File: config.mk
export PLATFORM = sky130hd
export DESIGN_NAME = spsd_top
export DESIGN_NICKNAME = d
export VERILOG_FILES = /design/src/logic/spsd_pkg.sv /design/src/logic/spsd_sync.sv /design/src/logic/spsd_top.sv
export SDC_FILE = /design/constraint.sdc
export NUM_CORES = 1
export LEC_CHECK = 0
export ABC_CLOCK_PERIOD_IN_PS = 3200
export CAP_MARGIN = 20
export CORE_ASPECT_RATIO = 0.5
export CORE_MARGIN = 8
export CORE_UTILIZATION = 40
export CTS_CLUSTER_DIAMETER = 80
export DETAILED_ROUTE_END_ITERATION = 10
export DONT_BUFFER_PORTS = 1
export PLACE_DENSITY = 0.53
export SETUP_SLACK_MARGIN = 0.1
export SLEW_MARGIN = 40
export SYNTH_ARGS = -nofsm -noshare
export SYNTH_HDL_FRONTEND = slang
export SYNTH_SLANG_ARGS = --single-unit
File: constraint.sdc
create_clock -name pclk -period 3.2 [get_ports pclk]
set_clock_uncertainty 0.15 [all_clocks]
set_input_delay 0.48 -clock pclk [delete_from_list [all_inputs] [get_ports pclk]]
set_output_delay 0.48 -clock pclk [all_outputs]
set_load 0.01 [all_outputs]
File: src/logic/spsd_pkg.sv
package spsd_pkg;

    // ****************************************
    // Register indices; byte address is four times the index.
    // ****************************************
    localparam logic [7:0] IDX_CONTROL = 8'hd4;
    localparam logic [7:0] IDX_STATUS = 8'hd5;
    localparam logic [7:0] IDX_DATA = 8'hd6;
    localparam int ADDR_W = 12;

    // ****************************************
    // Control register fields and reset value.
    // ****************************************
    localparam int CTRL_RATE_HI = 7;
    localparam int CTRL_EN = 6;
    localparam int CTRL_SELECT_PIN_DISABLE = 5;
    localparam int CTRL_MASTER_SELECT = 4;
    localparam int CTRL_CPOL = 3;
    localparam int CTRL_CPHA = 2;
    localparam int CTRL_RATE_MID = 1;
    localparam int CTRL_RATE_LO = 0;
    localparam logic [7:0] CTRL_RESET = 8'h14;

    // ****************************************
    // Status and control register fields.
    // ****************************************
    localparam int ST_DONE = 7;
    localparam int ST_RSVD = 6;
    localparam int ST_OVR = 5;
    localparam int ST_MODE_FAULT_FLAG = 4;
    localparam int ST_TXE = 3;
    localparam int ST_LSB = 2;
    localparam int ST_TXE_IE = 1;
    localparam int ST_MODE_FAULT_FLAG_IE = 0;
    localparam logic ST_TXE_RESET = 1'b1;
    localparam logic [7:0] DATA_RESET = 8'h00;

    // ****************************************
    // Timing counts.
    // ****************************************
    localparam logic [2:0] LAST_BIT = 3'h7;
    localparam logic [3:0] LAST_TOGGLE = 4'hf;
    localparam logic [6:0] HALF_MIN = 7'h02;
    localparam int PIN_COUNT = 4;

    typedef enum logic {SPSD_IDLE, SPSD_RUN} spsd_state_t;

endpackage

File: src/logic/spsd_sync.sv
module spsd_sync
    import spsd_pkg::*;
(
    input wire logic clk,
    input wire logic rst_n,
    input wire logic [PIN_COUNT-1:0] d,
    output logic [PIN_COUNT-1:0] q
);

    logic [PIN_COUNT-1:0] stage;

    // ****************************************
    // Two flip-flops per pin against metastability.
    // ****************************************
    always_ff @(posedge clk or negedge rst_n)
    begin
        if (!rst_n)
        begin
            stage <= '0;
            q <= '0;
        end
        else
        begin
            stage <= d;
            q <= stage;
        end
    end

endmodule

File: src/logic/spsd_top.sv
// What this block does
// - Done flag bit 7, cleared when a master transfer starts.
// - Status read then data access clears done.
// - Overrun bit 5, keep old byte, read clears.
// - Mode fault bit 4, status read clears.
// - Slave fault: ignore data until select low.
// - Master fault clears peripheral enable.
// - Transmit empty bit 3 tracks register state.
// - Bit 2 selects LSB first, default MSB.
// - Empty enable routes empty, masks done request.
// - Bit 0 gates the mode fault request.
// - Bit 6 reserved, software writes zero.
// - Reset clears status bits 7, 6, 4.
// - Data write loads shift register directly while enabled and not busy.
// - Data read returns receive buffer.
// - Eight bit data register at index d6.
// - Enable clear stops transfer at once.
// - Deselected slave tristates, clears count, ignores clock.
// - Select disable suppresses mode fault request.
// - Slave select rise mid transmission is fault.
//
// Decided for this implementation: the APB register port.
module spsd_top
    import spsd_pkg::*;
(
    input wire logic pclk,
    input wire logic presetn,
    input wire logic psel,
    input wire logic penable,
    input wire logic pwrite,
    input wire logic [ADDR_W-1:0] paddr,
    input wire logic [31:0] pwdata,
    output logic [31:0] prdata,
    output logic pready,
    output logic pslverr,
    input wire logic sck_in,
    output logic sck_out,
    output logic sck_oe,
    input wire logic mosi_in,
    output logic mosi_out,
    output logic mosi_oe,
    input wire logic miso_in,
    output logic miso_out,
    output logic miso_oe,
    input wire logic ss_n_in,
    output logic irq
);

    // ****************************************
    // Helper functions.
    // ****************************************
    function automatic logic reg_hit(input logic [ADDR_W-1:0] a, input logic [7:0] idx);
        reg_hit = (a[ADDR_W-1:2] == {2'b00, idx});
    endfunction

    function automatic logic first_bit(input logic [7:0] s, input logic lsb);
        first_bit = lsb ? s[0] : s[7];
    endfunction

    function automatic logic [7:0] shift_in(input logic [7:0] s, input logic b, input logic lsb);
        shift_in = lsb ? {b, s[7:1]} : {s[6:0], b};
    endfunction

    function automatic logic [6:0] half_len(input logic [2:0] code);
        unique case (code)
            3'h1: half_len = 7'h02;
            3'h2: half_len = 7'h04;
            3'h3: half_len = 7'h08;
            3'h4: half_len = 7'h10;
            3'h5: half_len = 7'h20;
            3'h6: half_len = 7'h40;
            default: half_len = HALF_MIN;
        endcase
    endfunction

    // ****************************************
    // State.
    // ****************************************
    logic [PIN_COUNT-1:0] pins_s;
    logic sck_s, mosi_s, miso_s, ss_s;
    logic [7:0] ctrl;
    logic done_flag, ovr_flag, mode_fault_flag_flag, txe_flag;
    logic lsb_first, txe_ie, mode_fault_flag_ie;
    logic [7:0] rx_buf, shreg;
    logic out_bit;
    logic [2:0] bit_cnt;
    spsd_state_t state;
    logic [6:0] half_cnt;
    logic [3:0] toggles;
    logic sck_prev, ss_prev, slave_tx, status_armed;

    spsd_sync u_sync
    (
        .clk(pclk),
        .rst_n(presetn),
        .d({sck_in, mosi_in, miso_in, ss_n_in}),
        .q(pins_s)
    );
    assign {sck_s, mosi_s, miso_s, ss_s} = pins_s;

    // ****************************************
    // Decode and events.
    // ****************************************
    logic en, master_select, select_pin_disable, cpol, cpha;
    logic acc, wr, rd, sel_ctrl, sel_stat, sel_data, hit;
    logic slave_sel, m_tick, edge_ev, edge_lvl, lead, trail, sample, shift, din, done;
    logic busy, wr_data_ok, wr_data_bad, start, ss_rise, ss_fall, mode_fault_flag_set, done_clr, done_eff;
    logic run_end;
    logic [7:0] rx_byte;
    logic [7:0] status_word;
    logic [31:0] rd_word;

    assign en = ctrl[CTRL_EN];
    assign master_select = ctrl[CTRL_MASTER_SELECT];
    assign select_pin_disable = ctrl[CTRL_SELECT_PIN_DISABLE];
    assign cpol = ctrl[CTRL_CPOL];
    assign cpha = ctrl[CTRL_CPHA];

    assign acc = psel & penable & pready;
    assign wr = acc & pwrite;
    assign rd = acc & ~pwrite;
    assign sel_ctrl = reg_hit(paddr, IDX_CONTROL);
    assign sel_stat = reg_hit(paddr, IDX_STATUS);
    assign sel_data = reg_hit(paddr, IDX_DATA);
    assign hit = sel_ctrl | sel_stat | sel_data;

    // A slave with select disabled only ignores the pin when phase is one.
    assign slave_sel = en & ~master_select & ((select_pin_disable & cpha) | ~ss_s);
    assign m_tick = (state == SPSD_RUN) & (half_cnt == half_len({ctrl[CTRL_RATE_HI], ctrl[CTRL_RATE_MID],
        ctrl[CTRL_RATE_LO]}) - 7'h01);
    assign run_end = m_tick & (toggles == LAST_TOGGLE);
    assign edge_ev = master_select ? m_tick : (slave_sel & (sck_s != sck_prev));
    assign edge_lvl = master_select ? ~sck_out : sck_s;
    assign lead = edge_ev & (edge_lvl != cpol);
    assign trail = edge_ev & (edge_lvl == cpol);
    assign sample = cpha ? trail : lead;
    assign shift = cpha ? lead : trail;
    assign din = master_select ? miso_s : mosi_s;
    assign rx_byte = shift_in(shreg, din, lsb_first);
    assign done = sample & (bit_cnt == LAST_BIT);

    assign busy = (state == SPSD_RUN) | (slave_tx & (bit_cnt != 3'h0));
    assign wr_data_ok = wr & sel_data & ~busy;
    // A data write during a transfer is dropped and reported as overrun.
    assign wr_data_bad = wr & sel_data & busy;
    assign start = wr_data_ok & master_select & en;
    assign ss_rise = ss_s & ~ss_prev;
    assign ss_fall = ~ss_s & ss_prev;
    assign mode_fault_flag_set = (en & ~master_select & ~select_pin_disable & slave_tx & ss_rise)
        | (en & master_select & ~select_pin_disable & ~ss_s);
    assign done_clr = status_armed & acc & sel_data;
    assign done_eff = done_flag & ~done_clr;

    assign status_word = {done_flag, 1'b0, ovr_flag, mode_fault_flag_flag, txe_flag, lsb_first, txe_ie, mode_fault_flag_ie};

    always_comb
    begin
        rd_word = 32'h0000_0000;
        if (sel_ctrl)
        begin
            rd_word = {24'h00_0000, ctrl};
        end
        else if (sel_stat)
        begin
            rd_word = {24'h00_0000, status_word};
        end
        else if (sel_data)
        begin
            rd_word = {24'h00_0000, rx_buf};
        end
    end

    // ****************************************
    // APB slave: one wait cycle, then ready.
    // ****************************************
    always_ff @(posedge pclk or negedge presetn)
    begin
        if (!presetn)
        begin
            pready <= 1'b0;
            pslverr <= 1'b0;
            prdata <= 32'h0000_0000;
        end
        else
        begin
            pready <= psel & penable & ~pready;
            pslverr <= psel & penable & ~pready & ~hit;
            prdata <= (psel & penable & ~pready & ~pwrite) ? rd_word : 32'h0000_0000;
        end
    end

    // ****************************************
    // Control register.
    // ****************************************
    always_ff @(posedge pclk or negedge presetn)
    begin
        if (!presetn)
        begin
            ctrl <= CTRL_RESET;
        end
        else
        begin
            if (wr & sel_ctrl)
            begin
                ctrl <= pwdata[7:0];
            end
            if (en & master_select & ~select_pin_disable & ~ss_s)
            begin
                ctrl[CTRL_EN] <= 1'b0;
            end
        end
    end

    // ****************************************
    // Status flags and software bits.
    // ****************************************
    always_ff @(posedge pclk or negedge presetn)
    begin
        if (!presetn)
        begin
            done_flag <= 1'b0;
            ovr_flag <= 1'b0;
            mode_fault_flag_flag <= 1'b0;
            txe_flag <= ST_TXE_RESET;
            lsb_first <= 1'b0;
            txe_ie <= 1'b0;
            mode_fault_flag_ie <= 1'b0;
            status_armed <= 1'b0;
        end
        else
        begin
            if (wr & sel_stat)
            begin
                lsb_first <= pwdata[ST_LSB];
                txe_ie <= pwdata[ST_TXE_IE];
                mode_fault_flag_ie <= pwdata[ST_MODE_FAULT_FLAG_IE];
            end
            if (rd & sel_stat)
            begin
                status_armed <= 1'b1;
            end
            else if (acc & sel_data)
            begin
                status_armed <= 1'b0;
            end
            // Every set below follows its clear so that a coinciding event is kept.
            if (done_clr | start)
            begin
                done_flag <= 1'b0;
            end
            if (done & ~done_eff)
            begin
                done_flag <= 1'b1;
            end
            if (rd & sel_stat)
            begin
                ovr_flag <= 1'b0;
                mode_fault_flag_flag <= 1'b0;
            end
            if ((done & done_eff) | wr_data_bad)
            begin
                ovr_flag <= 1'b1;
            end
            if (mode_fault_flag_set)
            begin
                mode_fault_flag_flag <= 1'b1;
            end
            if (wr_data_ok)
            begin
                txe_flag <= 1'b0;
            end
            if (~en | (master_select ? run_end : done))
            begin
                txe_flag <= 1'b1;
            end
        end
    end

    // ****************************************
    // Receive buffer.
    // ****************************************
    always_ff @(posedge pclk or negedge presetn)
    begin
        if (!presetn)
        begin
            rx_buf <= DATA_RESET;
        end
        else if (done & ~done_eff)
        begin
            rx_buf <= rx_byte;
        end
    end

    // ****************************************
    // Shift engine shared by master and slave.
    // ****************************************
    always_ff @(posedge pclk or negedge presetn)
    begin
        if (!presetn)
        begin
            shreg <= DATA_RESET;
            out_bit <= 1'b0;
            bit_cnt <= 3'h0;
        end
        else if (~en)
        begin
            bit_cnt <= 3'h0;
        end
        else if (wr_data_ok)
        begin
            shreg <= pwdata[7:0];
            if (~cpha)
            begin
                out_bit <= first_bit(pwdata[7:0], lsb_first);
            end
        end
        else if (~master_select & ~slave_sel)
        begin
            bit_cnt <= 3'h0;
        end
        else
        begin
            if (sample)
            begin
                shreg <= rx_byte;
                bit_cnt <= bit_cnt + 3'h1;
            end
            if (shift | (~master_select & ~cpha & ss_fall))
            begin
                out_bit <= first_bit(shreg, lsb_first);
            end
        end
    end

    // ****************************************
    // Master clock generator.
    // ****************************************
    always_ff @(posedge pclk or negedge presetn)
    begin
        if (!presetn)
        begin
            state <= SPSD_IDLE;
            half_cnt <= 7'h00;
            toggles <= 4'h0;
            sck_out <= 1'b0;
        end
        else if (~en | ~master_select)
        begin
            state <= SPSD_IDLE;
            sck_out <= cpol;
        end
        else
        begin
            unique case (state)
                SPSD_IDLE:
                begin
                    sck_out <= cpol;
                    if (start)
                    begin
                        state <= SPSD_RUN;
                        half_cnt <= 7'h00;
                        toggles <= 4'h0;
                    end
                end
                SPSD_RUN:
                begin
                    if (m_tick)
                    begin
                        sck_out <= ~sck_out;
                        half_cnt <= 7'h00;
                        toggles <= toggles + 4'h1;
                        if (run_end)
                        begin
                            state <= SPSD_IDLE;
                        end
                    end
                    else
                    begin
                        half_cnt <= half_cnt + 7'h01;
                    end
                end
            endcase
        end
    end

    // ****************************************
    // Slave select tracking.
    // ****************************************
    always_ff @(posedge pclk or negedge presetn)
    begin
        if (!presetn)
        begin
            sck_prev <= 1'b0;
            ss_prev <= 1'b1;
            slave_tx <= 1'b0;
        end
        else
        begin
            sck_prev <= sck_s;
            ss_prev <= ss_s;
            if (~en | master_select | ss_rise | done)
            begin
                slave_tx <= 1'b0;
            end
            else if (ss_fall)
            begin
                slave_tx <= 1'b1;
            end
        end
    end

    // ****************************************
    // Pin enables and interrupt request.
    // ****************************************
    assign mosi_out = out_bit;
    assign miso_out = out_bit;

    always_ff @(posedge pclk or negedge presetn)
    begin
        if (!presetn)
        begin
            sck_oe <= 1'b0;
            mosi_oe <= 1'b0;
            miso_oe <= 1'b0;
            irq <= 1'b0;
        end
        else
        begin
            sck_oe <= en & master_select;
            mosi_oe <= en & master_select;
            miso_oe <= slave_sel;
            // The request is a level, so software must clear the flag or enable to drop it.
            irq <= (txe_ie ? txe_flag : done_flag)
                | (mode_fault_flag_ie & ~select_pin_disable & mode_fault_flag_flag);
        end
    end

endmodule

==> metrics, run 1 <==
Clock Sinks 73; drt total wl 10.6 mm; CP cell instances xnor2_1 > a311o_1 > a2111oi_4 > and4bb_1 > buf_4 > nor2_1 > o32ai_1; Tightest Pin Transition 0.587 ns; crit path time final 2.76 ns; worst hold path type in -> reg; fin crit share 86.1%; Filler Cells Inserted 945; final core utilization 44.8%; Vias/cell 5.64; Max Fclk 363 MHz; Seq/Total Area, Yosys 44.5%; Post-Syn Area 0.00412 mm^2; GRT Total Usage 15.6%; Slew HR 60.6%; post-synthesis cell count 410; number of hold violations in the final report 0; status completed; final non-filler cell total 553; CP endpoint kind flip-flop; clock buffer depth 2; DP HPWL 7.82 mm; remaining routing DRC violations 0; Layout area overhead 10.0%; I/O pins 94; Post-Synth Adder-Cell Area 1.52%; WP data required 3.29 ns; Pleak 0.00202 uW; ant diodes 0; commonest non-fill, non-tap cell in the layout dfrtp_1; final setup fails 0; post-synthesis simple-gate area fraction 17.3%; clk root buf clkbuf_16; cts bufs inserted 9; syn avg cell area 10.0 um^2; GPL Wtd Cong 0.842; largest net degree at the start of global routing 74; Synth Area in Compound Gates 15.1%; DRT Pass-1 Iters 5; number of flops mapped to enable cells by yosys 0; crit path kind reg -> reg; XOR/XNOR Fraction of Synth Area 2.67%; PortBufs 0; htree depth 3; Core Region 0.0101 mm^2; CTS tree done; antenna viol nets, final 0; Pins Over Slew Limit 0; Clock Latency Late Sink 0.34 ns; Data arrival, critical path 2.84 ns; VDD IR-drop max 0.259 mV; Initial Util 40.7%; Worst path slowest cell dfrtp_1; GRT overflow 0; proportion of synthesized area in mux cells 10.3%; Crit Path Max Fanout 18; Main synth FF type dfrtp_1; initial antenna violation count 0; routed wirelength normalized by instance count 19.1 um; Synth warnings 0; vias after detailed routing 3120; Largest stage delay, worst path 0.49 ns; Placed Cells 535; first-pass GRT wire length 17.0 mm; Cell Rows 26; crit path launch type flip-flop; RSZ-0062 raised after global routing no; DR iter-0 viols 319; cts repair resizes 0; main combinational cell family by area after synthesis simple AND/OR/NAND/NOR gates; die height 87.8 um; post-synth cell types 61; most frequent cells in the layout dfrtp_1 (69), mux2_2 (32), nor2_1 (28); clk slew on worst S/H paths 0.06 ns; post-route setup TNS 0 ns; die area 0.0140 mm^2; FFs w/ async S/R, synth 100%; Seq cells post-synth 73; PD cells 469 mW/mm^2; layout net count 466; share of layout cells above drive strength 1 16.9%; vias in the first global route 3115; die extent in x 160 um; max_cap viols 0
[synthesized netlist by cell type (2+ instances only)]
cell type  number  area share (%)
a211oi_1        3            0.55
a21boi_0        2            0.36
a21oi_1        19             2.3
a22o_1          4            0.85
a22oi_1         8             1.5
a31oi_1         2            0.30
a32oi_1         2            0.43
and2_1          4            0.61
and3_1         14             2.1
and3b_1         3            0.64
buf_2           3            0.36
buf_4          29             5.3
clkbuf_1       17             1.5
dfrtp_1        69              42
dfstp_2         4             2.6
ha_1            5             1.5
inv_1          13             1.2
mux2_2         32             8.7
mux2i_1         4            0.97
nand2_1        26             2.4
nand2b_1        3            0.46
nand3_1        14             1.7
nand3b_1        8             1.5
nand4_1         6            0.91
nor2_1         28             2.6
nor3_1         12             1.5
nor4_1          3            0.46
nor4b_1         2            0.43
o2111ai_1       2            0.43
o211a_1         2            0.49
o211ai_1        3            0.55
o21ai_0        18             2.2
o2bb2ai_1       4            0.85
o31ai_1         2            0.36
o32ai_1         2            0.43
or3_1           5            0.76
xnor2_1         5             1.1
xor2_1          5             1.1
[power by group]
part	switching [uW]	internal (uW)	leakage, uW
registers	8.80	935	0.000957
clock network	386	725	0.000155
logic	47.7	21.7	0.000910
[per-layer routing]
layer / vias up / routed length, um / GRT usage (%)
met1: 1558 / 4960 / 21.0
met4: 0 / 109 / 4.25
met5: - / 0 / 0
li1: 1430 / - / -
met2: 123 / 4610 / 23.4
met3: 9 / 887 / 5.35
[through the flow]
stage	power, uW	hold slack, ns	cell area [um^2]	worst slack (ns)
after floorplan	1020	0.0344	4210	0.553
after global placement	1000	0.0364	4160	0.437
after detailed placement	1010	0.0363	4160	0.387
after CTS	2150	0.00465	4530	0.447
after global routing	2200	0.00338	4530	0.273
final	2120	0.0160	4530	0.444
[final timing paths]
check                                               start                   endpoint  slack, ns  depth (start not counted)
worst min-delay path                              miso_in  u_sync.stage[1]$_DFF_PN0_       0.02                          0
worst min register to register  u_sync.stage[2]$_DFF_PN0_      u_sync.q[2]$_DFF_PN0_       0.20                          0
min in group asynchronous                         presetn  u_sync.stage[3]$_DFF_PN0_       0.53                          2
worst max register to register        ctrl[7]$_DFFE_PN0P_       ovr_flag$_DFFE_PN0P_       0.44                          7
worst max-delay path                  ctrl[7]$_DFFE_PN0P_       ovr_flag$_DFFE_PN0P_       0.44                          7
max in group asynchronous                         presetn       txe_flag$_DFFE_PN1P_       2.01                          2
[flip-flops by register name, summed over array words and instances (netlist names), 3 cells and up]
signal,count
prdata,8
half_cnt,7
u_sync.q,4
bit_cnt,3
shreg,8
rx_buf,8
u_sync.stage,4
toggles,4
ctrl,8
[kinds of logic (layout without fill, tap and decap cells)]
group | Yosys count | in the layout
AO/OA/AOI/OAI | 86 | 86
XOR/XNOR | 11 | 11
adder cells (fa/ha/maj) | 5 | 5
buffers and inverters | 63 | 43
flip-flops | 73 | 73
multiplexers | 37 | 37
other | 1 | 24
AND/OR/NAND/NOR | 134 | 134
[cell type report]
cell class	instances	area [um^2]	share of cell area (%)
clock inverters	4	75.1	1.66
inverters	13	48.8	1.08
repair buffers	14	128	2.82
flip-flops and latches	73	1830	40.4
well taps	140	175	3.86
clock buffers	12	256	5.66
multi-input cells	297	2020	44.5
[worst max-delay path: cells and delay by family (launching register included)]
family / cells / cell delay (ns)
AND/OR/NAND/NOR: 2 / 0.50
flip-flops: 1 / 0.49
AO/OA/AOI/OAI: 3 / 1.07
buffers and inverters: 1 / 0.26
XOR/XNOR: 1 / 0.18
[timing repair]
item	4_1_cts	5_1_grt
hold buffers	2	0
buffers inserted	0	0
endpoints found under the hold margin	73	0
No activity file was read; power rests on OpenSTA's default activity.
==> run 2: changes to the inputs <==
CORE_ASPECT_RATIO = 1.4   (was 0.5)
PLACE_DENSITY = 0.58   (was 0.53)
==> run 2 against run 1 <==
  * Final cell count down 0.90%
  * Largest cell class unchanged
  * Worst hold slack about the same
  * Register-to-register slack better by 0.02 ns
  * Sequential cell count unchanged
  * Largest power group unchanged
  * Wire length down 7.6%
  * Sequential power about the same
==> metrics, run 2 (synthesis results as in run 1) <==
I/O pins 94 (unchanged); Clock Sinks 73 (unchanged); WP data required 3.28 ns (about the same); clock buffer depth 2 (unchanged); routed wirelength normalized by instance count 17.8 um (-6.8%); RR Endpoint shreg[7]$_DFFE_PN0P_; VDD IR-drop max 0.290 mV (+12%); GRT Total Usage 14.7% (-0.92 points); fin crit share 85.4% (-0.68 points); initial antenna violation count 0 (unchanged); Switching Share 24.5% (+3.7 points); vias after detailed routing 2990 (-4.2%); final instance area 0.00446 mm^2 (-1.6%); Comb power frac 3.5% (+0.2 points); PD cells 444 mW/mm^2 (-5.3%); GRT overflow 0 (unchanged); r2r setup slk 0.47 ns (+0.02 ns); max_cap viols 0 (unchanged); DRT Pass-1 Iters 4 (-1); reg2reg start ctrl[7]$_DFFE_PN0P_; most frequent cells in the layout dfrtp_1 (69), mux2_2 (32), nor2_1 (28); remaining routing DRC violations 0 (unchanged); first-pass GRT wire length 15.7 mm (-8.0%); Post-CTS Setup Bufs 0 (unchanged); die height 136 um (+55%); Power Internal 1490 uW (-11%); antenna viol nets, final 0 (unchanged); Worst Hold Depth 0 (unchanged); final setup fails 0 (unchanged); CP endpoint kind flip-flop; die area 0.0139 mm^2 (-1.1%); cts bufs inserted 9 (unchanged); status completed; commonest non-fill, non-tap cell in the layout dfrtp_1; ant diodes 0 (unchanged); Layout area overhead 8.29%; crit path kind reg -> reg; crit path time final 2.73 ns (-0.0218 ns); clk slew on worst S/H paths 0.06 ns (about the same); crit path launch type flip-flop; dpl cell area 0.00414 mm^2 (-0.60%); Tightest Pin Transition 0.517 ns (-0.0694 ns); Pins Over Slew Limit 0 (unchanged); post-route setup TNS 0 ns (unchanged); worst hold path type in -> reg; Flop pwr share 47.6% (+3.2 points); number of hold violations in the final report 0 (unchanged); Hold Startpoint miso_in; RSZ-0062 raised after global routing no; DR iter-0 viols 183 (-43%); Core Region 0.0102 mm^2 (+0.67%); drt total wl 9.76 mm (-7.6%); layout net count 463 (-0.64%); Worst Reg-to-Reg Cells 7 (unchanged); clock network power share 48.9% (-3.4 points); P_sw 485 uW (+9.6%); Vias/cell 5.46 (-3.3%); Initial Util 40.5% (-0.27 points); share of layout cells above drive strength 1 16.6% (-0.36 points); Pleak 0.00198 uW (-1.9%); htree depth 3 (unchanged); largest net degree at the start of global routing 74 (unchanged); DP HPWL 7.08 mm (-9.5%); die extent in x 102 um (-36%); Design Power 1980 uW (-6.8%); Data arrival, critical path 2.81 ns (-0.03 ns); Clock Latency Late Sink 0.34 ns (about the same); cts repair resizes 0 (unchanged); clk root buf clkbuf_16; hold endpoint u_sync.stage[1]$_DFF_PN0_; CTS tree done; Cell Rows 44 (+69%); Crit Path Max Fanout 16 (-2); PortBufs 0 (unchanged); vias in the first global route 3027 (-2.8%); Max Fclk 366 MHz (+0.80%); GPL Wtd Cong 0.784 (-6.9%); Slew HR 65.2% (+4.6 points)
run 2: changes by cell type in the layout (fill, tap and decap cells not counted), sizes merged:
cell	previous run	this run
buf	13	10
bufinv	2	0
clkbuf	12	9
clkinvlp	2	3
inv	13	17
run 2: worst max path at each step:
stage                              from                    to  slack (ns)  cells past startpoint
floorplan                     paddr[11]  miso_out$_DFFE_PN0P_        0.55                      6
global placement              paddr[11]  miso_out$_DFFE_PN0P_        0.32                      6
detailed placement            paddr[11]  miso_out$_DFFE_PN0P_        0.31                      6
CTS                 ctrl[7]$_DFFE_PN0P_  shreg[7]$_DFFE_PN0P_        0.47                      7
global route        ctrl[7]$_DFFE_PN0P_  shreg[7]$_DFFE_PN0P_        0.31                      7
finish              ctrl[7]$_DFFE_PN0P_  shreg[7]$_DFFE_PN0P_        0.47                      7
run 2: cell type report:
cell class              instances  area, um^2
flip-flops and latches         73        1830
well taps                     138         173
clock buffers                   9         225
inverters                      13        48.8
repair buffers                 11         105
fillers                      1000        5720
clock inverters                 7        60.1
multi-input cells             297        2020
run 2: timing repair:
action / 4_1_cts / 5_1_grt
hold buffers: 2 / 0
setup endpoints to repair: 0 / 0
hold endpoints to repair: 73 / 0
run 2: layer usage:
metal	track usage (%)	vias to the layer above	part of all wire, %
li1	-	1431	-
met1	18.2	1460	44
met2	22.5	87	46
met3	4.46	12	7.5
met4	6.98	0	2.1
met5	0	-	0
run 2: power groups by stage:
stage | Sequential (uW) | Combinational, uW | Clock (uW)
floorplan | 957 | 64.6 | 0
global placement | 959 | 44.3 | 0
detailed placement | 960 | 44.7 | 0
CTS | 942 | 69.5 | 990
global route | 943 | 79.3 | 1030
finish | 943 | 68.4 | 968
run 2: metrics by stage:
stage,util (%),hold slack (ns),setup slack [ns],std cells
6_report,43.8,0.0156,0.466,548
5_1_grt,43.8,0.00256,0.308,548
4_1_cts,43.8,0.00454,0.471,548
3_5_place_dp,40.6,0.0372,0.308,530
3_3_place_gp,40.6,0.0388,0.321,530
2_1_floorplan,-,0.0344,0.553,433
run 2: critical path, stage by stage (launching register included):
cell and delay (ns):
dfrtp_1 0.49, xnor2_1 0.18, a311o_1 0.39, a2111oi_4 0.46, a22o_1 0.38, buf_4 0.27, o2111ai_1 0.14, and3b_1 0.17
